===== config.mk =====
export PLATFORM = sky130hd
export DESIGN_NAME = drc_ramp_ctrl
export DESIGN_NICKNAME = d
export VERILOG_FILES = /design/src/rtl/drc_ramp_ctrl.v
export VERILOG_INCLUDE_DIRS = /design/src /design/src/rtl
export SDC_FILE = /design/constraint.sdc
export NUM_CORES = 1
export LEC_CHECK = 0
export BUFFER_PORTS_ARGS = -buffer_cell sky130_fd_sc_hd__buf_2
export CAP_MARGIN = 20
export CORE_MARGIN = 2
export CORE_UTILIZATION = 34
export DETAILED_ROUTE_END_ITERATION = 8
export PLACE_DENSITY = 0.59
export SLEW_MARGIN = 20
export SYNTH_ARGS = -nofsm -noshare
export SYNTH_HDL_FRONTEND = slang
export SYNTH_SLANG_ARGS = --single-unit

===== constraint.sdc =====
create_clock -name clk_sys_i -period 7.2 [get_ports clk_sys_i]
set_input_delay 0.72 -clock clk_sys_i [delete_from_list [all_inputs] [get_ports clk_sys_i]]
set_output_delay 0.72 -clock clk_sys_i [all_outputs]
set_load 0.02 [all_outputs]

===== src/rtl/drc_defines.vh =====
// Constants for the level-change and miscellaneous control block
`ifndef DRC_DEFINES_VH
`define DRC_DEFINES_VH
// Register offsets
`define DRC_OFF_RAMP 8'h07
`define DRC_OFF_MISC 8'h08
`define DRC_OFF_DET 8'h09
// Reset values
`define DRC_RST_RAMP 8'hB0
`define DRC_RST_MISC 8'h80
`define DRC_RST_DET 8'h08
// Writable-bit masks, reserved bits stay zero
`define DRC_MSK_RAMP 8'hF5
`define DRC_MSK_MISC 8'hF8
`define DRC_MSK_DET 8'h0F
// Ramp and filter control fields
`define DRC_POL_HI 7
`define DRC_POL_LO 6
`define DRC_RAMP_UP 5
`define DRC_RAMP_DN 4
`define DRC_ROLLOFF 2
`define DRC_DIRECT 0
// Misc control fields
`define DRC_PWR_DN 7
`define DRC_REG_MODE 6
`define DRC_FREEZE 5
`define DRC_CLK_HALF 4
`define DRC_CLK_THIRD 3
// Bitstream detect fields
`define DRC_STATIC_DET 3
`define DRC_INVALID_DET 2
`define DRC_PM_CLKSEL 1
`define DRC_PM_EN 0
// Level in 1/8 dB units; full attenuation is code 255 times four
`define DRC_LVL_MAX 10'h3FC
// Zero-cross timeout in sample periods, inside the 512..1024 window
`define DRC_ZC_TMO 10'h300
// Bitstream clocks per 1/8 dB step: 512/8 and 1024/8
`define DRC_BS_STEP 8'h3F
`define DRC_BS_STEP_PM 8'h7F
// Static run length and invalid-window limit
`define DRC_STATIC_RUN 5'h1C
`define DRC_WIN_LEN 28
`define DRC_INVALID_LIM 5'h18
// Frames during which conversion is held for a coefficient reload
`define DRC_RELOAD_FRAMES 5'h10
`endif


===== src/rtl/drc_ramp_ctrl.v =====
// Level-change policy engine, filter/error mute sequencing and control registers
// Functional notes
// - Two-bit policy picks immediate, zero-cross, ramp, ramp-on-zero-cross; bitstream only immediate/ramp.
// - Immediate policy jumps straight to the requested level.
// - Zero-cross policy waits for the channel's signal to cross zero.
// - Without a crossing, the change is forced after 512 to 1024 samples.
// - Crossing detection and timeout are kept separately per channel.
// - Sample ramp steps 1/8 dB each frame, 1 dB per 8 frames.
// - Bitstream ramp takes 1 dB per 512 clocks, 1024 with 128x clock.
// - Ramp on zero crossings applies each 1/8 dB step at a crossing or timeout.
// - After clock error or mode change unmute, by policy if ramp-up set.
// - Rolloff or de-emphasis change suspends conversion to reload coefficients.
// - Ramp-down bit mutes and unmutes by policy; cleared mutes immediately.
// - Rolloff select 0 is fast, default; 1 is slow.
// - Direct path bypasses the bitstream processor and volume control.
// - Power down, set by default, honoured only in register mode.
// - Register-mode enable defaults 0, stand-alone; 1 gives registers control.
// - Freeze holds written values; clearing it applies them all at once.
// - Halve bit divides the master clock by two for all processing; register access stays on the full clock.
// - Third bit divides the master clock by three for all processing; register access stays on the full clock.
// - Static detect mutes after 28 identical bits; mute follows auto-mute.
// - Invalid detect attenuates when over 24 of 28 bits match.
// - Phase-modulation enable switches bitstream input to phase-modulated mode.
// - Channel mute follows the policy; mute output asserts after ramp completes.
// - Eight-bit attenuation code gives 1/2 dB steps, the ramp target.
`include "drc_defines.vh"
`timescale 1ns/10ps
`default_nettype none
module drc_ramp_ctrl (
  input wire clk_sys_i,
  input wire rst_n_i,
  input wire [7:0] reg_addr_i,
  input wire reg_wr_i,
  input wire [7:0] reg_wdata_i,
  output reg [7:0] reg_rdata_o,
  input wire [15:0] attenuation_code_i,
  input wire [1:0] chan_mute_i,
  input wire [1:0] deemphasis_select_i,
  input wire bitstream_mode_i,
  input wire ratio_error_i,
  input wire frame_clock_i,
  input wire bitstream_serial_clock_i,
  input wire [1:0] bitstream_bit_i,
  input wire bitstream_auto_mute_i,
  input wire smp_valid_i,
  output wire smp_ready_o,
  input wire [47:0] smp_data_i,
  output wire out_valid_o,
  input wire out_ready_i,
  output wire [47:0] out_data_o,
  output reg [19:0] gain_level_o,
  output wire [1:0] mute_control_out_o,
  output wire [1:0] bitstream_atten_o,
  output reg conv_suspend_o,
  output wire interp_rolloff_select_o,
  output wire direct_bitstream_path_o,
  output wire phase_mod_enable_o,
  output wire phase_mod_clock_select_o,
  output wire power_down_o,
  output wire register_mode_enable_o,
  output reg clk_en_o
);
  localparam F_IDLE = 2'h0;
  localparam F_DOWN = 2'h1;
  localparam F_LOAD = 2'h2;

  reg [7:0] sh_ramp, sh_misc, sh_det;
  reg [7:0] ac_ramp, ac_misc, ac_det;
  reg [1:0] div_cnt, div_top;
  reg [1:0] fstate;
  reg [4:0] load_cnt;
  reg force_mute, imm_ovr, jump_max, prev_roll, prev_mode;
  reg [1:0] prev_dem;
  reg [7:0] bs_cnt;
  reg [47:0] buf0, buf1;
  reg [1:0] buf_cnt;
  wire ce, bs_mode, bs_tick, smp_take, out_take, filt_chg;
  wire [1:0] pol, at_max, at_tgt, zc_evt, stat_det, inv_det;

  // Control port writes always land in the shadow copy
  always @(posedge clk_sys_i or negedge rst_n_i) begin
    if (!rst_n_i) begin
      sh_ramp <= `DRC_RST_RAMP;
      sh_misc <= `DRC_RST_MISC;
      sh_det <= `DRC_RST_DET;
    end else if (reg_wr_i) begin
      case (reg_addr_i)
        `DRC_OFF_RAMP: sh_ramp <= reg_wdata_i & `DRC_MSK_RAMP;
        `DRC_OFF_MISC: sh_misc <= reg_wdata_i & `DRC_MSK_MISC;
        `DRC_OFF_DET: sh_det <= reg_wdata_i & `DRC_MSK_DET;
        default: ;
      endcase
    end
  end

  // Active copy tracks the shadow unless frozen; release applies all at once
  always @(posedge clk_sys_i or negedge rst_n_i) begin
    if (!rst_n_i) begin
      ac_ramp <= `DRC_RST_RAMP;
      ac_misc <= `DRC_RST_MISC;
      ac_det <= `DRC_RST_DET;
    end else if (!sh_misc[`DRC_FREEZE]) begin
      ac_ramp <= sh_ramp;
      ac_misc <= sh_misc;
      ac_det <= sh_det;
    end
  end

  // Read back shows what software wrote, reserved bits zero
  always @(posedge clk_sys_i or negedge rst_n_i) begin
    if (!rst_n_i) begin
      reg_rdata_o <= 8'h00;
    end else begin
      case (reg_addr_i)
        `DRC_OFF_RAMP: reg_rdata_o <= sh_ramp;
        `DRC_OFF_MISC: reg_rdata_o <= sh_misc;
        `DRC_OFF_DET: reg_rdata_o <= sh_det;
        default: reg_rdata_o <= 8'h00;
      endcase
    end
  end

  assign register_mode_enable_o = ac_misc[`DRC_REG_MODE];
  assign power_down_o = ac_misc[`DRC_REG_MODE] & ac_misc[`DRC_PWR_DN];
  assign interp_rolloff_select_o = ac_ramp[`DRC_ROLLOFF];
  assign direct_bitstream_path_o = ac_ramp[`DRC_DIRECT] & bitstream_mode_i;
  assign phase_mod_enable_o = ac_det[`DRC_PM_EN];
  assign phase_mod_clock_select_o = ac_det[`DRC_PM_CLKSEL];

  // Master clock divider; both bits together give divide by six via two stages
  always @(posedge clk_sys_i or negedge rst_n_i) begin
    if (!rst_n_i) begin
      div_cnt <= 2'h0;
      div_top <= 2'h0;
      clk_en_o <= 1'b0;
    end else begin
      if (ac_misc[`DRC_CLK_THIRD] && div_cnt != 2'h2) begin
        div_cnt <= div_cnt + 2'h1;
        clk_en_o <= 1'b0;
      end else begin
        div_cnt <= 2'h0;
        div_top <= div_top + 2'h1;
        clk_en_o <= !ac_misc[`DRC_CLK_HALF] | div_top[0];
      end
    end
  end

  // Sample intake and level processing stall in power down; registers stay reachable and buffered words still drain
  assign ce = clk_en_o & !power_down_o;
  assign bs_mode = bitstream_mode_i;
  // Bitstream input knows only immediate and ramp
  assign pol = bs_mode ? {ac_ramp[`DRC_POL_HI], 1'b0} : ac_ramp[`DRC_POL_HI:`DRC_POL_LO];

  // Bitstream ramp pacing, 8 steps per 1 dB
  always @(posedge clk_sys_i or negedge rst_n_i) begin
    if (!rst_n_i) begin
      bs_cnt <= 8'h00;
    end else if (ce && bitstream_serial_clock_i) begin
      if (bs_tick) begin
        bs_cnt <= 8'h00;
      end else begin
        bs_cnt <= bs_cnt + 8'h01;
      end
    end
  end
  // Fast 128x clock in phase-modulated mode needs twice the count
  assign bs_tick = (ac_det[`DRC_PM_EN] && !ac_det[`DRC_PM_CLKSEL]) ? (bs_cnt == `DRC_BS_STEP_PM) :
    (bs_cnt == `DRC_BS_STEP);

  // Two-entry buffer so a stalled receiver loses no sample
  assign smp_ready_o = (buf_cnt != 2'h2) & ce;
  assign smp_take = smp_valid_i & smp_ready_o;
  assign out_valid_o = buf_cnt != 2'h0;
  assign out_take = out_valid_o & out_ready_i;
  assign out_data_o = buf0;
  always @(posedge clk_sys_i or negedge rst_n_i) begin
    if (!rst_n_i) begin
      buf0 <= 48'h0;
      buf1 <= 48'h0;
      buf_cnt <= 2'h0;
    end else begin
      if (out_take) begin
        buf0 <= (buf_cnt == 2'h2) ? buf1 : smp_data_i;
      end else if (smp_take && buf_cnt == 2'h0) begin
        buf0 <= smp_data_i;
      end
      if (smp_take && ((buf_cnt == 2'h1 && !out_take) || buf_cnt == 2'h2)) begin
        buf1 <= smp_data_i;
      end
      buf_cnt <= buf_cnt + {1'b0, smp_take} - {1'b0, out_take};
    end
  end

  // Filter change detection and mute sequencing
  assign filt_chg = (prev_roll != ac_ramp[`DRC_ROLLOFF]) || (prev_dem != deemphasis_select_i);
  always @(posedge clk_sys_i or negedge rst_n_i) begin
    if (!rst_n_i) begin
      fstate <= F_IDLE;
      load_cnt <= 5'h00;
      force_mute <= 1'b0;
      imm_ovr <= 1'b0;
      jump_max <= 1'b0;
      prev_roll <= 1'b0;
      prev_dem <= 2'h0;
      prev_mode <= 1'b0;
      conv_suspend_o <= 1'b0;
    end else if (ce) begin
      jump_max <= 1'b0;
      prev_mode <= bs_mode;
      if (imm_ovr && !jump_max && at_tgt == 2'h3) begin // Old level may equal target before the jump
        imm_ovr <= 1'b0;
      end
      // Clock error or mode change drops to mute, then unmutes
      if (ratio_error_i || prev_mode != bs_mode) begin
        jump_max <= 1'b1;
        imm_ovr <= !ac_ramp[`DRC_RAMP_UP];
      end
      case (fstate)
        F_IDLE: begin
          if (filt_chg) begin
            prev_roll <= ac_ramp[`DRC_ROLLOFF];
            prev_dem <= deemphasis_select_i;
            if (ac_ramp[`DRC_RAMP_DN]) begin
              force_mute <= 1'b1;
              fstate <= F_DOWN;
            end else begin
              jump_max <= 1'b1;
              force_mute <= 1'b1;
              fstate <= F_LOAD;
            end
          end
        end
        F_DOWN: begin
          // Coefficients only swap once both channels are silent
          if (at_max == 2'h3) begin
            fstate <= F_LOAD;
          end
        end
        F_LOAD: begin
          conv_suspend_o <= 1'b1;
          if (frame_clock_i) begin
            load_cnt <= load_cnt + 5'h01;
          end
          if (load_cnt == `DRC_RELOAD_FRAMES) begin
            load_cnt <= 5'h00;
            conv_suspend_o <= 1'b0;
            force_mute <= 1'b0;
            imm_ovr <= !ac_ramp[`DRC_RAMP_DN];
            fstate <= F_IDLE;
          end
        end
        default: fstate <= F_IDLE;
      endcase
    end
  end

  // Per-channel level engine
  genvar ch;
  generate
    for (ch = 0; ch < 2; ch = ch + 1) begin : g_chan
      reg [9:0] level;
      reg [9:0] tmo;
      reg last_sign;
      reg [4:0] run;
      reg [4:0] ones;
      reg [`DRC_WIN_LEN-1:0] win;
      reg stat_hit;
      reg inv_hit;
      wire [9:0] target;
      wire zc_ok;
      wire tick;
      wire step_en;
      wire [23:0] smp;
      wire bit_now;
      wire [4:0] ones_nx;
      assign smp = smp_data_i[24*ch+23:24*ch];
      // Mute request means full attenuation; code steps of 1/2 dB are four 1/8 dB units
      assign target = (chan_mute_i[ch] | force_mute) ? `DRC_LVL_MAX :
        {attenuation_code_i[8*ch+7:8*ch], 2'b00};
      assign at_tgt[ch] = level == target;
      assign at_max[ch] = level == `DRC_LVL_MAX;
      // Crossing: sign flips between samples or a zero sample
      assign zc_evt[ch] = smp_take && (smp[23] != last_sign || smp == 24'h0);
      assign zc_ok = zc_evt[ch] || tmo == `DRC_ZC_TMO;
      assign tick = bs_mode ? (bitstream_serial_clock_i & bs_tick) : frame_clock_i;
      assign step_en = (pol == 2'h2) ? tick : zc_ok;
      always @(posedge clk_sys_i or negedge rst_n_i) begin
        if (!rst_n_i) begin
          level <= 10'h000;
          tmo <= 10'h000;
          last_sign <= 1'b0;
        end else if (ce) begin
          if (smp_take) begin
            last_sign <= smp[23];
          end
          // Timeout counts sample periods only while a change is pending
          if (at_tgt[ch] || zc_ok) begin
            tmo <= 10'h000;
          end else if (frame_clock_i) begin
            tmo <= tmo + 10'h001;
          end
          if (jump_max) begin
            level <= `DRC_LVL_MAX;
          end else if (imm_ovr || direct_bitstream_path_o || pol == 2'h0) begin
            level <= target;
          end else if (pol == 2'h1) begin
            if (zc_ok) begin
              level <= target;
            end
          end else if (step_en && !at_tgt[ch]) begin
            // Single 1/8 dB step, direction re-evaluated every step
            level <= (level < target) ? level + 10'h001 : level - 10'h001;
          end
        end
      end
      // Bitstream watchdogs: run length and sliding-window majority
      assign bit_now = bitstream_bit_i[ch];
      assign ones_nx = ones + {4'h0, bit_now} - {4'h0, win[`DRC_WIN_LEN-1]};
      always @(posedge clk_sys_i or negedge rst_n_i) begin
        if (!rst_n_i) begin
          run <= 5'h00;
          ones <= 5'h00;
          win <= {`DRC_WIN_LEN{1'b0}};
          stat_hit <= 1'b0;
          inv_hit <= 1'b0;
        end else if (ce && bitstream_serial_clock_i && bs_mode) begin
          win <= {win[`DRC_WIN_LEN-2:0], bit_now};
          ones <= ones_nx;
          if (bit_now != win[0]) begin
            run <= 5'h01;
          end else if (run != `DRC_STATIC_RUN) begin
            run <= run + 5'h01;
          end
          stat_hit <= ac_det[`DRC_STATIC_DET] && bit_now == win[0] &&
            run >= `DRC_STATIC_RUN - 5'h01;
          inv_hit <= ac_det[`DRC_INVALID_DET] && (ones_nx > `DRC_INVALID_LIM ||
            ones_nx < `DRC_STATIC_RUN - `DRC_INVALID_LIM);
        end
      end
      assign stat_det[ch] = stat_hit & bs_mode;
      assign inv_det[ch] = inv_hit & bs_mode;
      // Mute pin for a channel mute only once the level has arrived at silence; auto-muted watchdog hits assert it at once
      assign mute_control_out_o[ch] = (chan_mute_i[ch] & at_max[ch]) |
        (bitstream_auto_mute_i & (stat_det[ch] | inv_det[ch]));
      assign bitstream_atten_o[ch] = stat_det[ch] | inv_det[ch];
    end
  endgenerate

  // Gain outputs registered; direct path shows unity since volume is bypassed
  always @(posedge clk_sys_i or negedge rst_n_i) begin
    if (!rst_n_i) begin
      gain_level_o <= 20'h00000;
    end else if (direct_bitstream_path_o) begin
      gain_level_o <= 20'h00000;
    end else begin
      gain_level_o <= {g_chan[1].level, g_chan[0].level};
    end
  end
endmodule // drc_ramp_ctrl
`default_nettype wire


; Word level (Yosys, flattened, before mapping)
; Cells that the tools add are included.
[word_totals]
ff_bits = 305
output_inout_bits = 90
input_bits = 96
[classes]
n_eq_ne = 38
n_addsub = 18
bitwise_logic = 22
n_mux = 54
n_lt_le_gt_ge = 8
n_reduce_logical = 71
[ops]
columns = op, count
row1 = 10-bit 2-to-1 mux, 18
row2 = 48-bit 2-to-1 mux, 3
row3 = 24-bit logical NOT, 2
row4 = "10-bit by 1-bit adder with 10-bit output, second input constant", 4
row5 = "10-bit equality test, second input constant", 4
row6 = 5-bit 2-to-1 mux, 6
row7 = 8-bit one-hot mux with 3 select lines, 1
row8 = 10-bit equality test, 2
row9 = 10-bit less-than comparator, 2
row10 = 20-bit 2-to-1 mux, 1
row11 = "10-bit by 1-bit subtractor with 10-bit output, second input constant", 2
row12 = 1-bit logical AND, 19
row13 = 2-bit AND reduction, 9
row14 = 1-bit 2-to-1 mux, 17
row15 = "8-bit by 4-bit equality test with 1-bit output, second input constant", 2
row16 = 2-bit nonzero test, 8
row17 = "5-bit by 1-bit adder with 5-bit output, second input constant", 3
row18 = 1-bit AND, 15
row19 = 1-bit logical OR, 13
row20 = 3-bit AND reduction, 4
row21 = 5-bit by 1-bit adder with 5-bit output, 2
row22 = "2-bit equality test, second input constant", 5
row23 = "5-bit >= comparator, second input constant", 2
row24 = "5-bit greater-than comparator, second input constant", 2
row25 = 26 further kinds, 65

; Depth between registers and ports, before layout
; Gate-level depths: netlist (run 1).
[depth]
depth_word = 13
ltp_mapped = 16
mapped_depth_nobuf = 15

; Worst setup path after synthesis (run 1)
; Ideal clock, no wire load.
[synth_path]
path_type = input to register
start = input chan_mute_i[0]
end = register g_chan[0].level[8]
required_ns = 7.118
setup_slack_ns = 3.082
arrival_time_ns = 4.036
path_stages = 16
n_path_buf = 1
path_cell_list = or2_2 > clkbuf_1 > nor2_1 > ha_1 > o21ai_0 > a21oi_1 > nor4_1 > o31ai_1 > ha_1 > a21o_1 > a21oi_1 > o211ai_1 > a31oi_1 > xnor2_1 > a21oi_1 > a31oi_1
[synth_between]
elab_chain_len = 8
elab_cells_between_ends = 14
[synth_rtl]
columns = item, line_no
row1 = start: declaration, drc_ramp_ctrl.v:37  ; input wire [1:0] chan_mute_i,
row2 = 1-bit OR (*), drc_ramp_ctrl.v:278  ; assign target = (chan_mute_i[ch] | force_mute) ? `DRC_LVL_MAX :
row3 = 10-bit 2-to-1 mux (*), drc_ramp_ctrl.v:278
row4 = 10-bit less-than comparator, drc_ramp_ctrl.v:312  ; level <= (level < target) ? level + 10'h001 : level - 10'h001;
row5 = 10-bit 2-to-1 mux, drc_ramp_ctrl.v:312
row6 = 10-bit 2-to-1 mux, drc_ramp_ctrl.v:310  ; end else if (step_en && !at_tgt[ch]) begin
row7 = 10-bit 2-to-1 mux, drc_ramp_ctrl.v:306  ; end else if (pol == 2'h1) begin
row8 = 10-bit 2-to-1 mux, drc_ramp_ctrl.v:304  ; end else if (imm_ovr || direct_bitstream_path_o || pol == 2'h0) begin
row9 = 10-bit 2-to-1 mux, drc_ramp_ctrl.v:302  ; if (jump_max) begin
row10 = end signal: assignment, drc_ramp_ctrl.v:303  ; level <= `DRC_LVL_MAX;
row11 = end signal: assignment, drc_ramp_ctrl.v:305  ; level <= target;
row12 = end signal: assignment, drc_ramp_ctrl.v:308  ; level <= target;
row13 = end: declaration, drc_ramp_ctrl.v:261  ; reg [9:0] level;
; Mark *: on every way between the ends. The rest lies on a longest branch, timed or not. The select of a mux whose other input is x is not followed.
; A chain may end at the register's enable or synchronous reset.

; Worst setup path after layout (run 1)
[layout_path]
start = register force_mute
end = register g_chan[0].level[8]
[layout_between]
elab_chain_len = 8
elab_cells_between_ends = 14
[layout_rtl]
columns = item, line_no
row1 = start: declaration, drc_ramp_ctrl.v:72  ; reg force_mute, imm_ovr, jump_max, prev_roll, prev_mode;
row2 = start signal: assignment, drc_ramp_ctrl.v:200  ; force_mute <= 1'b0;
row3 = start signal: assignment, drc_ramp_ctrl.v:224  ; force_mute <= 1'b1;
row4 = start signal: assignment, drc_ramp_ctrl.v:228  ; force_mute <= 1'b1;
row5 = 1-bit OR (*), drc_ramp_ctrl.v:278
row6 = 10-bit 2-to-1 mux (*), drc_ramp_ctrl.v:278
row7 = 10-bit less-than comparator, drc_ramp_ctrl.v:312
row8 = 10-bit 2-to-1 mux, drc_ramp_ctrl.v:312
row9 = 10-bit 2-to-1 mux, drc_ramp_ctrl.v:310
row10 = 10-bit 2-to-1 mux, drc_ramp_ctrl.v:306
row11 = 10-bit 2-to-1 mux, drc_ramp_ctrl.v:304
row12 = 10-bit 2-to-1 mux, drc_ramp_ctrl.v:302
; Marks and branches as above.

==> impl_results.md, run 1 <==
* Port bufs at between 150 and 200
* Number of warnings issued by yosys at 0
* Fin Clk Skew at 0.0203 ns
* Seq/Total Area, Yosys at 0.524
* Clock root cell: sky130_fd_sc_hd__clkbuf_16
* Final Hold Viols at 0
* Num rows at 75
* Number of hold-repair buffers added at the cts stage at 0
* Post-synth net total at around 1600
* Highest achievable clock rate at ~0.27 GHz
* Cell with the biggest individual delay on the critical path: sky130_fd_sc_hd__dfrtp_1
* Startpoint type of the worst setup path: register
* Cells traversed along the worst timing path: or2_2 > nor2_1 > ha_1 > o21ai_0 > a21oi_1 > nor4_1 > o31ai_1 > buf_4 > fa_1 > a21o_1 > a21oi_1 > o211ai_1 > a31oi_1 > xnor2_1 > a21oi_1 > a31oi_1
* Routed wire length at approximately 34000 um
* First-pass GRT wire length at 55300 um
* Number of global-route vias before repair at approximately 11000
* Layout-stage area growth over the synthesis result at 18.9%
* Iteration count of the initial detailed-routing pass at 5
* Family of cells with the greatest summed delay on the critical path: compound AO/OA/AOI/OAI gates
* Maximum fanout along the worst path at 10
* Final routed DRC violation total at 0
* RD Place Congestion at 0.883
* Max rail drop VDD at around 0.15 mV
* Clock tree from TritonCTS: built
* Required arrival time at the worst endpoint at ~7.7 ns
* Proportion of register bits with asynchronous set or reset after synthesis at 1.00
* IO Count at 186
* Signal arrival time at the worst endpoint at 4.21 ns
* Full die area at 44400 sq um
* Post-CTS setup buffers at 0
* Iter 0 DRT Violations at approximately 730
* Vertical die dimension at 211 um
* Total of endpoints with negative setup slack in the final report at 0
* Antenna-violating nets left at 0
* Synthesis-stage register bit count at 304
* Count of cells resized by post-cts repair at 0
* Number of H-tree branching levels at 2
* Synthesized area divided by synthesized cell count at 10.3 sq um
* Unrepaired setup endpoints after global routing: no
* Worst path most repeated cell: sky130_fd_sc_hd__a21oi_1
* Main synth FF type: sky130_fd_sc_hd__dfrtp_1
* Clock slew at the register clock pins of the worst setup and hold paths at roughly 0.060 ns
* Maximum count of clock buffers along a single path at 3
* Final critical-path required period at between 3 and 4 ns
* Leakage power of the design at 0.00824 uW
* Final HPWL from detailed placement at roughly 23000 um
* Final sum of negative setup slack at 0 ns
* Number of distinct standard cells referenced by the synthesized netlist at 62
* Endpoint type of the worst setup path: register
* Worst-Margin Slew at approximately 0.97 ns
* Clock latency at the later pin of the worst-skew pair at 0.54 ns
* Total congestion overflow after global routing at 0
* Horizontal extent of the die at approximately 210 um
* Worst setup path startpoint: force_mute
* Reg2reg start: force_mute
* Std-Cell Core Area at 42000 sq um
* Diode count at 0
* Final Net Count at ~1700
* Number of buffers and inverters on the critical path at 1
* Post-synthesis cell count at 1408
* Worst relative slew slack at 0.354
* Maximum number of pins on one net before global-route repair at approximately 120
* Run status: finished, final reports clean
* Longest individual stage delay on the worst path at 0.45 ns
* Sum of internal, switching and leakage power at 6210 uW
* EDFF count, synth at 0
* Fraction of layout cells with a size suffix above 1 at 0.234
* CP Class: register to register
* Power density of the placed cells at 360 nW/um^2
* TritonCTS buffer count at 37
* Routed wire per std cell at 15.7 um
* Antenna violations before repair at 1
* Sinks on the clock net at 304
* Total count of max-transition violations in the final report at 0
* Number of fill cells at between 4000 and 5000
* Post-route clock period utilization at 0.521
* Initial cell density of the core at 0.346
* Worst hold path type: primary input to async pin
* Number of max-cap violations at 0
* Netlist area before placement at approximately 15000 sq um
* Global router's overall resource usage at 0.153
* Vias per inst at between 4 and 5
* Routed vias at around 11000
## cells in the mapped netlist (6+ instances only)
master | instances | share of area
sky130_fd_sc_hd__dfrtp_1 | 294 | 0.51
sky130_fd_sc_hd__nand2_1 | 238 | 0.061
sky130_fd_sc_hd__nor2_1 | 141 | 0.036
sky130_fd_sc_hd__a21oi_1 | 97 | 0.033
sky130_fd_sc_hd__mux2_2 | 69 | 0.053
sky130_fd_sc_hd__ha_1 | 56 | 0.048
sky130_fd_sc_hd__mux2i_1 | 53 | 0.037
sky130_fd_sc_hd__xnor2_1 | 41 | 0.025
sky130_fd_sc_hd__clkbuf_1 | 40 | 0.010
sky130_fd_sc_hd__inv_1 | 40 | 0.010
sky130_fd_sc_hd__o21ai_0 | 36 | 0.012
sky130_fd_sc_hd__nand3_1 | 29 | 0.010
sky130_fd_sc_hd__and2_1 | 22 | 0.0095
sky130_fd_sc_hd__nor3_1 | 22 | 0.0076
sky130_fd_sc_hd__nor4_1 | 21 | 0.0090
sky130_fd_sc_hd__xor2_1 | 19 | 0.011
sky130_fd_sc_hd__nand4_1 | 17 | 0.0073
sky130_fd_sc_hd__a31oi_1 | 13 | 0.0056
sky130_fd_sc_hd__buf_2 | 10 | 0.0034
sky130_fd_sc_hd__dfstp_2 | 10 | 0.018
sky130_fd_sc_hd__mux2_4 | 9 | 0.0093
sky130_fd_sc_hd__o21ai_1 | 9 | 0.0031
sky130_fd_sc_hd__a21o_1 | 8 | 0.0041
sky130_fd_sc_hd__a22o_1 | 8 | 0.0048
sky130_fd_sc_hd__or2_2 | 8 | 0.0034
sky130_fd_sc_hd__or3_1 | 8 | 0.0034
sky130_fd_sc_hd__o211ai_1 | 7 | 0.0036
sky130_fd_sc_hd__mux2_1 | 6 | 0.0046
## worst register-to-register path: stages (launching register included)
cell and delay (ns):
sky130_fd_sc_hd__dfrtp_1 0.45, sky130_fd_sc_hd__or2_2 0.42, sky130_fd_sc_hd__nor2_1 0.18, sky130_fd_sc_hd__ha_1 0.27, sky130_fd_sc_hd__o21ai_0 0.16, sky130_fd_sc_hd__a21oi_1 0.06
sky130_fd_sc_hd__nor4_1 0.19, sky130_fd_sc_hd__o31ai_1 0.13, sky130_fd_sc_hd__buf_4 0.19, sky130_fd_sc_hd__fa_1 0.41, sky130_fd_sc_hd__a21o_1 0.19, sky130_fd_sc_hd__a21oi_1 0.28
sky130_fd_sc_hd__o211ai_1 0.15, sky130_fd_sc_hd__a31oi_1 0.21, sky130_fd_sc_hd__xnor2_1 0.14, sky130_fd_sc_hd__a21oi_1 0.08, sky130_fd_sc_hd__a31oi_1 0.18
## stage by stage
stage	utilization	setup WS [ns]	instance area (sq um)	hold slack (ns)	instances
finish	0.411	3.45	17300	0.218	2151
global route	0.411	3.06	17300	0.306	2151
CTS	0.411	3.46	17300	0.295	2151
detailed placement	0.382	3.14	16100	0.415	2091
global placement	0.382	3.28	16100	0.412	2091
floorplan	-	3.08	14500	0.402	1408
## logic make-up after synthesis
group                      count (synthesis)  share of synthesized area
AOI/OAI and AO/OA                        204                     0.0818
xor gates and xnor gates                  60                     0.0362
adders and majority gates                 60                     0.0537
buffers and inverters                     96                     0.0257
DFF                                      304                      0.524
muxes                                    137                      0.104
and+or+nand+nor                          547                      0.174
## registers in the layout, indices dropped and copies added, names as in the netlist, 4 cells and up
| register | count |
|---|---|
| ac_det | 4 |
| ac_misc | 4 |
| ac_ramp | 6 |
| bs_cnt | 8 |
| buf1 | 48 |
| g_chan.level | 20 |
| g_chan.ones | 10 |
| g_chan.run | 10 |
| g_chan.tmo | 20 |
| g_chan.win | 56 |
| gain_level_o | 20 |
| load_cnt | 5 |
| out_data_o | 48 |
| reg_rdata_o | 8 |
| sh_det | 4 |
| sh_misc | 5 |
| sh_ramp | 6 |
## cell type report
type | count | area (sq um) | share of cell area
Timing Repair Buffer | 199 | 1040 | 0.0602
Multi-Input combinational cell | 1008 | 6570 | 0.380
Tap cell | 539 | 674 | 0.0390
Clock inverter | 15 | 210 | 0.0122
Inverter | 41 | 154 | 0.00890
Sequential cell | 304 | 7620 | 0.441
Clock buffer | 45 | 1020 | 0.0588
## metal layers
layer  track usage  up-vias  wire, um
met2         0.250      181     15900
met4        0.0510        2       909
met3        0.0349       63      1510
met5             0        -        11
met1         0.202     5125     15400
li1              -     5204         -
## path summary, 6_finish.rpt
path | cells after the start | slack [ns] | to
min in group clk_sys_i | 1 | 0.42 | div_cnt[0]
max | 16 | 3.45 | g_chan[0].level[8]
min | 1 | 0.22 | out_data_o[37]
max reg2reg | 16 | 3.45 | g_chan[0].level[8]
max in group asynchronous | 2 | 5.36 | sh_misc[6]
min reg2reg | 1 | 0.42 | div_cnt[0]
## power by group
part | switching, uW | internal (uW) | total (uW)
logic | 1100 | 787 | 1890
clock network | 730 | 1180 | 1910
registers | 274 | 2150 | 2420
total | 2100 | 4110 | 6210
## cells in the final DEF, fill, tap and decap left out, types with 6 or more instances in the layout
master / instances
sky130_fd_sc_hd__mux2i_1: 53
sky130_fd_sc_hd__nor4_1: 21
sky130_fd_sc_hd__or3_1: 8
sky130_fd_sc_hd__clkbuf_16: 37
sky130_fd_sc_hd__a22o_1: 8
sky130_fd_sc_hd__a31oi_1: 13
sky130_fd_sc_hd__nor2_1: 140
sky130_fd_sc_hd__nor3_1: 22
sky130_fd_sc_hd__mux2_4: 9
sky130_fd_sc_hd__and2_1: 22
sky130_fd_sc_hd__nand2_1: 236
sky130_fd_sc_hd__o21ai_1: 9
sky130_fd_sc_hd__nand4_1: 17
sky130_fd_sc_hd__a21oi_1: 97
sky130_fd_sc_hd__o211ai_1: 7
sky130_fd_sc_hd__o21ai_0: 36
sky130_fd_sc_hd__or2_2: 8
sky130_fd_sc_hd__dfrtp_1: 294
sky130_fd_sc_hd__buf_2: 184
sky130_fd_sc_hd__buf_4: 14
sky130_fd_sc_hd__clkinv_2: 7
sky130_fd_sc_hd__xor2_1: 19
sky130_fd_sc_hd__a21o_1: 8
sky130_fd_sc_hd__xnor2_1: 41
sky130_fd_sc_hd__mux2_2: 69
sky130_fd_sc_hd__nand3_1: 29
sky130_fd_sc_hd__ha_1: 56
sky130_fd_sc_hd__inv_1: 40
sky130_fd_sc_hd__clkbuf_8: 6
sky130_fd_sc_hd__mux2_1: 6
sky130_fd_sc_hd__dfstp_2: 10
Power figures use the tool's default switching activity.
==> inputs of run 2 (changes only) <==
--- a/config.mk
+++ b/config.mk
@@ -6,12 +6,13 @@
 export SDC_FILE = /design/constraint.sdc
 export NUM_CORES = 1
 export LEC_CHECK = 0
+export ABC_AREA = 1
 export BUFFER_PORTS_ARGS = -buffer_cell sky130_fd_sc_hd__buf_2
 export CAP_MARGIN = 20
 export CORE_MARGIN = 2
 export CORE_UTILIZATION = 34
 export DETAILED_ROUTE_END_ITERATION = 8
-export PLACE_DENSITY = 0.59
+export PLACE_DENSITY = 0.58
 export SLEW_MARGIN = 20
 export SYNTH_ARGS = -nofsm -noshare
 export SYNTH_HDL_FRONTEND = slang
==> constraint.sdc (replaced) <==
create_clock -name clk_sys_i -period 3.5 [get_ports clk_sys_i]
set_input_delay 0.35 -clock clk_sys_i [delete_from_list [all_inputs] [get_ports clk_sys_i]]
set_output_delay 0.35 -clock clk_sys_i [all_outputs]
set_load 0.02 [all_outputs]
==> impl_results.md, run 2 <==
* Vias per inst at 4.73 (was 4.92)
* Number of warnings issued by yosys at 0 (unchanged)
* Sinks on the clock net at 304 (unchanged)
* Num rows at 77 (was 75)
* Antenna violations before repair at 7 (was 1)
* Footprint of the multi-input gates at 6450 sq um (was 6570 sq um)
* Routed vias at 12300 (was 10600)
* Final Net Count at 2133 (was 1747)
* Number of fill cells at 4501 (was 4041)
* Maximum count of clock buffers along a single path at 3 (unchanged)
* IO Count at 186 (unchanged)
* Post-synthesis share of cell area spent on xor and xnor gates at 0.0255 (was 0.0362)
* Total congestion overflow after global routing at 0 (unchanged)
* Area share of the leading cell type in the synthesized netlist at 0.488 (was 0.506)
* Startpoint type of the worst setup path: register (unchanged)
* Netlist area before placement at 15100 sq um (was 14500 sq um)
* Post-route clock period utilization at 0.882 (was 0.521)
* Proportion of register bits with asynchronous set or reset after synthesis at 1.00 (unchanged)
* Synthesized area divided by synthesized cell count at 8.42 sq um (was 10.3 sq um)
* First-pass GRT wire length at 61800 um (was 55300 um)
* Seq/Total Area, Yosys at 0.505 (was 0.524)
* TritonCTS buffer count at 37 (unchanged)
* Layout-stage area growth over the synthesis result at 19.2% (was 18.9%)
* Synthesis-stage register bit count at 304 (unchanged)
* Worst hold path type: primary input to register (was primary input to async pin)
* Fin Clk Skew at 0.0199 ns (was 0.0203 ns)
* Biggest area contributors in the synthesized netlist: sky130_fd_sc_hd__dfrtp_1 (49%), sky130_fd_sc_hd__nand2_1 (12%), sky130_fd_sc_hd__inv_1 (4.7%), sky130_fd_sc_hd__ha_1 (4.6%), sky130_fd_sc_hd__nor2_1 (4.2%) (was sky130_fd_sc_hd__dfrtp_1 (51%), sky130_fd_sc_hd__nand2_1 (6.1%), sky130_fd_sc_hd__mux2_2 (5.3%), sky130_fd_sc_hd__ha_1 (4.8%), sky130_fd_sc_hd__mux2i_1 (3.7%))
* Clock tree from TritonCTS: built (unchanged)
* Leakage power of the design at 0.00914 uW (was 0.00824 uW)
* Main synth FF type: sky130_fd_sc_hd__dfrtp_1 (unchanged)
* Maximum fanout along the worst path at 9 (was 10)
* Post-synthesis cell count at 1791 (was 1408)
* Total of endpoints with negative setup slack in the final report at 0 (unchanged)
* Std-Cell Core Area at 44000 sq um (was 42000 sq um)
* Commonest non-fill, non-tap cell in the layout: sky130_fd_sc_hd__nand2_1 (was sky130_fd_sc_hd__dfrtp_1)
* Final critical-path required period at 3.09 ns (was 3.75 ns)
* Iteration count of the initial detailed-routing pass at 7 (was 5)
* Endpoint type of the worst setup path: register (unchanged)
* Number of global-route vias before repair at 12300 (was 10600)
* Clock slew at the register clock pins of the worst setup and hold paths at 0.06 ns (about the same)
* Final routed DRC violation total at 0 (unchanged)
* Required arrival time at the worst endpoint at 3.91 ns (was 7.66 ns)
* Total count of max-transition violations in the final report at 0 (unchanged)
* Fraction of layout cells with a size suffix above 1 at 0.163 (was 0.234)
* Worst relative slew slack at 0.429 (was 0.354)
* Top reg by flops: g_chan.win (unchanged)
* Combinational family with the most area after synthesis: simple AND/OR/NAND/NOR gates (unchanged)
* Final HPWL from detailed placement at 25600 um (was 22600 um)
* Run status: finished, final reports clean (unchanged)
* Routed wire length at 36600 um (was 33700 um)
* Clock latency at the later pin of the worst-skew pair at 0.53 ns (was 0.54 ns)
* Area share of and/or/nand/nor cells after synthesis at 0.232 (was 0.174)
* RD Place Congestion at 0.865 (was 0.883)
* Mux cell area share after synthesis at 0.0142 (was 0.104)
* Sum of internal, switching and leakage power at 14500 uW (was 6210 uW)
* Adder-cell share of the synthesized area at 0.0518 (was 0.0537)
* Number of max-cap violations at 0 (unchanged)
* Antenna-violating nets left at 0 (unchanged)
* Top cells by count, synth: sky130_fd_sc_hd__nand2_1 (476), sky130_fd_sc_hd__dfrtp_1 (294), sky130_fd_sc_hd__inv_1 (189) (was sky130_fd_sc_hd__dfrtp_1 (294), sky130_fd_sc_hd__nand2_1 (238), sky130_fd_sc_hd__nor2_1 (141))
* Post-synth net total at 1947 (was 1564)
* Footprint of the flip-flops and latches at 7620 sq um (unchanged)
* Highest-count cells in the layout ignoring fill and taps: sky130_fd_sc_hd__nand2_1 (475), sky130_fd_sc_hd__dfrtp_1 (294), sky130_fd_sc_hd__inv_1 (188), sky130_fd_sc_hd__buf_2 (184), sky130_fd_sc_hd__nor2_1 (164) (was sky130_fd_sc_hd__dfrtp_1 (294), sky130_fd_sc_hd__nand2_1 (236), sky130_fd_sc_hd__buf_2 (184), sky130_fd_sc_hd__nor2_1 (140), sky130_fd_sc_hd__a21oi_1 (97))
* Worst-Margin Slew at 0.857 ns (was 0.969 ns)
* Setup slack after placement at 0.116 ns (was 3.14 ns)
* EDFF count, synth at 0 (unchanged)
* Initial cell density of the core at 0.343 (was 0.346)
* Clock root cell: sky130_fd_sc_hd__clkbuf_16 (unchanged)
* Setup slack after layout at 0.412 ns (was 3.45 ns)
* Largest area contributor in the netlist: sky130_fd_sc_hd__dfrtp_1 (unchanged)
* Highest achievable clock rate at 0.324 GHz (was 0.266 GHz)
* Vertical die dimension at 215 um (was 211 um)
* Maximum number of pins on one net before global-route repair at 105 (was 116)
* Post-CTS setup buffers at 0 (unchanged)
* Flip-flop count of the largest register after layout at 56 (unchanged)
* Port bufs at 185 (unchanged)
* Power density of the placed cells at 809 nW/um^2 (was 360 nW/um^2)
* Iter 0 DRT Violations at 604 (was 734)
* Number of H-tree branching levels at 2 (unchanged)
* Full die area at 46100 sq um (was 44400 sq um)
* Global router's overall resource usage at 0.160 (was 0.153)
* Routed wire per std cell at 14.1 um (was 15.7 um)
* Signal arrival time at the worst endpoint at 3.50 ns (was 4.21 ns)
* CP Class: register to register (unchanged)
* Unrepaired setup endpoints after global routing: no (unchanged)
* Most frequently used cell type in the post-synthesis netlist: sky130_fd_sc_hd__nand2_1 (was sky130_fd_sc_hd__dfrtp_1)
* Final sum of negative setup slack at 0 ns (unchanged)
* Final Hold Viols at 0 (unchanged)
* Max rail drop VDD at 0.449 mV (was 0.150 mV)
* Horizontal extent of the die at 215 um (was 211 um)
* Number of distinct standard cells referenced by the synthesized netlist at 52 (was 62)
* Share of the synthesized area in compound gates (AO/OA/AOI/OAI) at 0.103 (was 0.0818)
## run 2: changes by cell type in the layout (fill, tap and decap cells not counted), sizes merged, moves of 37 or more
cell / delta
nand3: +82
o21ai: +92
a31oi: +37
inv: +164
mux2i: -53
mux2: -65
a21oi: -44
nand2: +244
## run 2: cell type report
| class | count | share of cell area |
|---|---|---|
| clock buffer | 53 | 0.0587 |
| multi-input combinational | 1226 | 0.359 |
| clock inverter | 14 | 0.0106 |
| sequential | 304 | 0.424 |
| timing repair buffer | 206 | 0.0644 |
| inverter | 202 | 0.0423 |
| antenna | 1 | 0.000139 |
| tap | 592 | 0.0412 |
## run 2: logic make-up (layout without fill, tap and decap cells)
kind of cell	Yosys count	count (layout)
buf+inv	261	475
other cells	0	1
fa+ha+maj	60	60
flops	304	304
mux	19	19
compound gates	272	272
xor+xnor	44	44
simple gates	831	831
## run 2: per-layer routing
metal	GRT usage	vias up	wire, um	share of wire
met5	0	-	59	0.0016
met4	0.0394	10	625	0.017
met3	0.0491	53	2890	0.079
met2	0.258	273	16400	0.45
met1	0.212	5767	16600	0.45
li1	-	6175	-	-
## run 2: final timing paths
check                                endpoint  cells after the start           start  slack, ns
min reg2reg                        div_cnt[0]                      1      div_cnt[0]       0.44
max                        g_chan[1].level[9]                     19      force_mute       0.41
min in group asynchronous           bs_cnt[2]                      2         rst_n_i       0.48
min                                sh_ramp[4]                      3  reg_wdata_i[4]       0.06
max reg2reg                g_chan[1].level[9]                     19      force_mute       0.41
max in group asynchronous      out_data_o[11]                      3         rst_n_i       2.03
## run 2: worst max-delay path: stages (launching register included)
cell                      delay, ns
sky130_fd_sc_hd__dfrtp_1       0.39
sky130_fd_sc_hd__nor2_1        0.13
sky130_fd_sc_hd__inv_2         0.10
sky130_fd_sc_hd__nor2_2        0.13
sky130_fd_sc_hd__ha_1          0.26
sky130_fd_sc_hd__a21oi_1       0.13
sky130_fd_sc_hd__nor2_1        0.05
sky130_fd_sc_hd__nor3_1        0.24
sky130_fd_sc_hd__nand2_2       0.20
sky130_fd_sc_hd__ha_1          0.38
sky130_fd_sc_hd__a21oi_1       0.18
sky130_fd_sc_hd__nand2_1       0.12
sky130_fd_sc_hd__nand3_1       0.11
sky130_fd_sc_hd__nand2_1       0.08
sky130_fd_sc_hd__a21oi_1       0.17
sky130_fd_sc_hd__nand2_1       0.07
sky130_fd_sc_hd__nand2_1       0.05
sky130_fd_sc_hd__nor2_1        0.04
sky130_fd_sc_hd__nor2_1        0.09
sky130_fd_sc_hd__nor2_1        0.05
## run 2: stage by stage
stage	area [sq um]	hold slack [ns]	cells	utilization
finish	18000	0.0594	2598	0.408
global route	18000	0.0486	2597	0.408
CTS	18000	0.0397	2597	0.408
detailed placement	16700	0.429	2529	0.380
global placement	16700	0.413	2529	0.380
floorplan	15100	0.0544	1791	-
## run 2: power by group
part           switching [uW]  internal [uW]  leakage [uW]
Combinational            3380           1940       0.00472
Sequential                762           4530       0.00380
Clock                    1510           2410      0.000616
## run 2: what timing repair did
action                     4_1_cts  5_1_grt
resized for setup                0        6
hold endpoints to repair        93        0
hold buffers                     1        0
setup endpoints to repair        0       12
==> inputs of run 3 (changes only) <==
--- a/config.mk
+++ b/config.mk
@@ -6,13 +6,12 @@
 export SDC_FILE = /design/constraint.sdc
 export NUM_CORES = 1
 export LEC_CHECK = 0
-export ABC_AREA = 1
 export BUFFER_PORTS_ARGS = -buffer_cell sky130_fd_sc_hd__buf_2
 export CAP_MARGIN = 20
 export CORE_MARGIN = 2
 export CORE_UTILIZATION = 34
 export DETAILED_ROUTE_END_ITERATION = 8
-export PLACE_DENSITY = 0.58
+export PLACE_DENSITY = 0.59
 export SLEW_MARGIN = 20
 export SYNTH_ARGS = -nofsm -noshare
 export SYNTH_HDL_FRONTEND = slang
==> impl_results.md, run 3 (synthesis gave the netlist of run 1 again) <==
* Routed wire length at 34200 um (was 36600 um)
* Worst hold path type: primary input to register (unchanged)
* Post-route clock period utilization at 0.978 (was 0.882)
* Iter 0 DRT Violations at 477 (was 604)
* Number of H-tree branching levels at 2 (unchanged)
* Maximum fanout along the worst path at 8 (was 9)
* Clock slew at the register clock pins of the worst setup and hold paths at 0.06 ns (about the same)
* Footprint of the multi-input gates at 6830 sq um (was 6450 sq um)
* Unrepaired setup endpoints after global routing: yes (was no)
* Worst relative slew slack at 0.436 (was 0.429)
* Cells traversed along the worst timing path: or2_4 > nor2_4 > ha_4 > o21ai_2 > a21oi_4 > nor4_4 > o31ai_4 > fa_2 > a21o_1 > a21oi_2 > o211ai_1 > a31oi_1 > xnor2_1 > a21oi_1 > a31oi_1 (was nor2_1 > inv_2 > nor2_2 > ha_1 > a21oi_1 > nor2_1 > nor3_1 > nand2_2 > ha_1 > a21oi_1 > nand2_1 > nand3_1 > nand2_1 > a21oi_1 > nand2_1 > nand2_1 > nor2_1 > nor2_1 > nor2_1)
* Signal arrival time at the worst endpoint at 3.89 ns (was 3.50 ns)
* Final routed DRC violation total at 0 (unchanged)
* Commonest non-fill, non-tap cell in the layout: sky130_fd_sc_hd__dfrtp_1 (was sky130_fd_sc_hd__nand2_1)
* Startpoint type of the worst setup path: register (unchanged)
* Clock network fraction of design power at 0.291 (was 0.269)
* Antenna-violating nets left at 0 (unchanged)
* Fraction of layout cells with a size suffix above 1 at 0.268 (was 0.163)
* Placed cell area at 16300 sq um (was 16700 sq um)
* Highest achievable clock rate at 0.292 GHz (was 0.324 GHz)
* Clock latency at the later pin of the worst-skew pair at 0.54 ns (was 0.53 ns)
* Hold path cells at 2 (was 3)
* Endpoint type of the worst setup path: register (unchanged)
* Sum of internal, switching and leakage power at 12900 uW (was 14500 uW)
* Clock tree from TritonCTS: built (unchanged)
* Port bufs at 185 (unchanged)
* Maximum count of clock buffers along a single path at 3 (unchanged)
* IO Count at 186 (unchanged)
* Std-Cell Core Area at 42000 sq um (was 44000 sq um)
* TritonCTS buffer count at 37 (unchanged)
* Number of global-route vias before repair at 10700 (was 12300)
* Initial cell density of the core at 0.346 (was 0.343)
* Maximum number of pins on one net before global-route repair at 97 (was 105)
* Power density of the placed cells at 725 nW/um^2 (was 809 nW/um^2)
* Number of fill cells at 4011 (was 4501)
* Antenna violations before repair at 3 (was 7)
* Required arrival time at the worst endpoint at 3.96 ns (was 3.91 ns)
* Number of max-cap violations at 0 (unchanged)
* Worst hold slack at 0.0545 ns (was 0.0594 ns)
* CP Class: register to register (unchanged)
* Combinational group share of total power at 0.322 (was 0.366)
* Num rows at 75 (was 77)
* Routed wire per std cell at 15.6 um (was 14.1 um)
* RD Place Congestion at 0.877 (was 0.865)
* Flip-flop count of the largest register after layout at 56 (unchanged)
* Total congestion overflow after global routing at 0 (unchanged)
* Horizontal extent of the die at 211 um (was 215 um)
* Sinks on the clock net at 304 (unchanged)
* Vertical die dimension at 211 um (was 215 um)
* Highest-count cells in the layout ignoring fill and taps: sky130_fd_sc_hd__dfrtp_1 (294), sky130_fd_sc_hd__nand2_1 (235), sky130_fd_sc_hd__buf_2 (184), sky130_fd_sc_hd__nor2_1 (133), sky130_fd_sc_hd__a21oi_1 (90) (was sky130_fd_sc_hd__nand2_1 (475), sky130_fd_sc_hd__dfrtp_1 (294), sky130_fd_sc_hd__inv_1 (188), sky130_fd_sc_hd__buf_2 (184), sky130_fd_sc_hd__nor2_1 (164))
* Worst path most repeated cell: sky130_fd_sc_hd__a31oi_1 (was sky130_fd_sc_hd__nor2_1)
* Number of cell instances on the worst register-to-register path at 15 (was 19)
* Total count of max-transition violations in the final report at 0 (unchanged)
* Sw Share at 0.341 (was 0.389)
* Longest individual stage delay on the worst path at 0.42 ns (was 0.39 ns)
* Global router's overall resource usage at 0.154 (was 0.160)
* Layout-stage area growth over the synthesis result at 22.7% (was 19.2%)
* Worst-Margin Slew at 0.844 ns (was 0.857 ns)
* Iteration count of the initial detailed-routing pass at 4 (was 7)
* Final critical-path required period at 3.42 ns (was 3.09 ns)
* Routed vias at 10700 (was 12300)
* Footprint of the flip-flops and latches at 7620 sq um (unchanged)
* Run status: finished, final reports clean (unchanged)
* Max rail drop VDD at 0.361 mV (was 0.449 mV)
* Top reg by flops: g_chan.win (unchanged)
* Full die area at 44400 sq um (was 46100 sq um)
* Final non-filler cell area at 17800 sq um (was 18000 sq um)
* Switching pwr at 4410 uW (was 5660 uW)
* Post-layout utilization of the core at 0.424 (was 0.408)
* Final Hold Viols at 0 (unchanged)
* Cell with the biggest individual delay on the critical path: sky130_fd_sc_hd__dfrtp_1 (unchanged)
* Final Net Count at 1783 (was 2133)
* Final HPWL from detailed placement at 23400 um (was 25600 um)
* Cell internal pwr at 8520 uW (was 8880 uW)
* Total of endpoints with negative setup slack in the final report at 0 (unchanged)
* Fin Clk Skew at 0.0237 ns (was 0.0199 ns)
* Leakage power of the design at 0.00844 uW (was 0.00914 uW)
* Vias per inst at 4.89 (was 4.73)
* Clock root cell: sky130_fd_sc_hd__clkbuf_16 (unchanged)
* Sequential fraction of design power at 0.387 (was 0.364)
* First-pass GRT wire length at 55600 um (was 61800 um)
-- run 3: cell types whose count changed in the layout (fill, tap and decap cells not counted), moves of 31 or more --
cell,previous run,this run
sky130_fd_sc_hd__a31oi_1,51,13
sky130_fd_sc_hd__nand3_1,108,29
sky130_fd_sc_hd__mux2_2,4,69
sky130_fd_sc_hd__nand2_1,475,235
sky130_fd_sc_hd__nor2_1,164,133
sky130_fd_sc_hd__mux2i_1,0,53
sky130_fd_sc_hd__o21ai_0,121,31
sky130_fd_sc_hd__inv_1,188,40
sky130_fd_sc_hd__a21oi_1,51,90
-- run 3: final cells by class --
class | count | share of cell area
timing repair buffer | 235 | 0.0765
clock buffer | 53 | 0.0582
inverter | 41 | 0.00863
antenna | 2 | 0.000281
clock inverter | 13 | 0.00849
multi-input combinational | 1008 | 0.383
sequential | 304 | 0.427
tap | 539 | 0.0378
-- run 3: worst max-delay path, delay by kind of cell, from the launching register on --
family | cells | cell delay, ns
simple gates | 3 | 0.82
flops | 1 | 0.42
xor+xnor | 1 | 0.14
fa+ha+maj | 2 | 0.62
compound gates | 9 | 1.34
-- run 3: what timing repair did --
| action | in CTS | in global routing |
|---|---|---|
| buffers inserted | 1 | 6 |
| hold buffers | 1 | 0 |
| pin swaps | 2 | 38 |
| gates resized for setup | 12 | 38 |
| endpoints found under the setup margin | 11 | 11 |
| hold endpoints to repair | 72 | 0 |
-- run 3: final timing paths --
check,startpoint,end,slack [ns]
min in group asynchronous,rst_n_i,out_data_o[30],0.40
max in group asynchronous,rst_n_i,g_chan[0].win[25],2.21
hold reg to reg,div_cnt[0],div_cnt[0],0.43
setup / recovery,force_mute,g_chan[1].level[8],0.08
hold / removal,reg_wdata_i[6],sh_ramp[6],0.05
setup reg to reg,force_mute,g_chan[1].level[8],0.08
-- run 3: power groups by stage --
stage	clock network [uW]	registers [uW]	logic (uW)
5_1_grt	4030	5140	4650
6_report	3760	5000	4160
3_3_place_gp	0	5020	3960
2_1_floorplan	0	5290	2490
4_1_cts	3870	5010	4110
3_5_place_dp	0	5060	4050
-- run 3: per-layer routing --
| metal | part of all wire | wire length [um] | GRT usage |
|---|---|---|---|
| met5 | 0.00038 | 13 | 0 |
| met1 | 0.43 | 14800 | 0.195 |
| met2 | 0.49 | 16800 | 0.259 |
| met3 | 0.048 | 1630 | 0.0332 |
| met4 | 0.031 | 1040 | 0.0578 |
-- run 3: metrics by stage --
| stage | instances | TNS (ns) | setup WS, ns |
|---|---|---|---|
| final | 2195 | 0 | 0.0764 |
| after global routing | 2195 | -0.713 | -0.172 |
| after CTS | 2187 | -0.00317 | -0.00317 |
| after detailed placement | 2119 | -1.62 | -0.264 |
| after global placement | 2119 | -0.489 | -0.129 |
| after floorplan | 1408 | -0.00990 | -0.00990 |
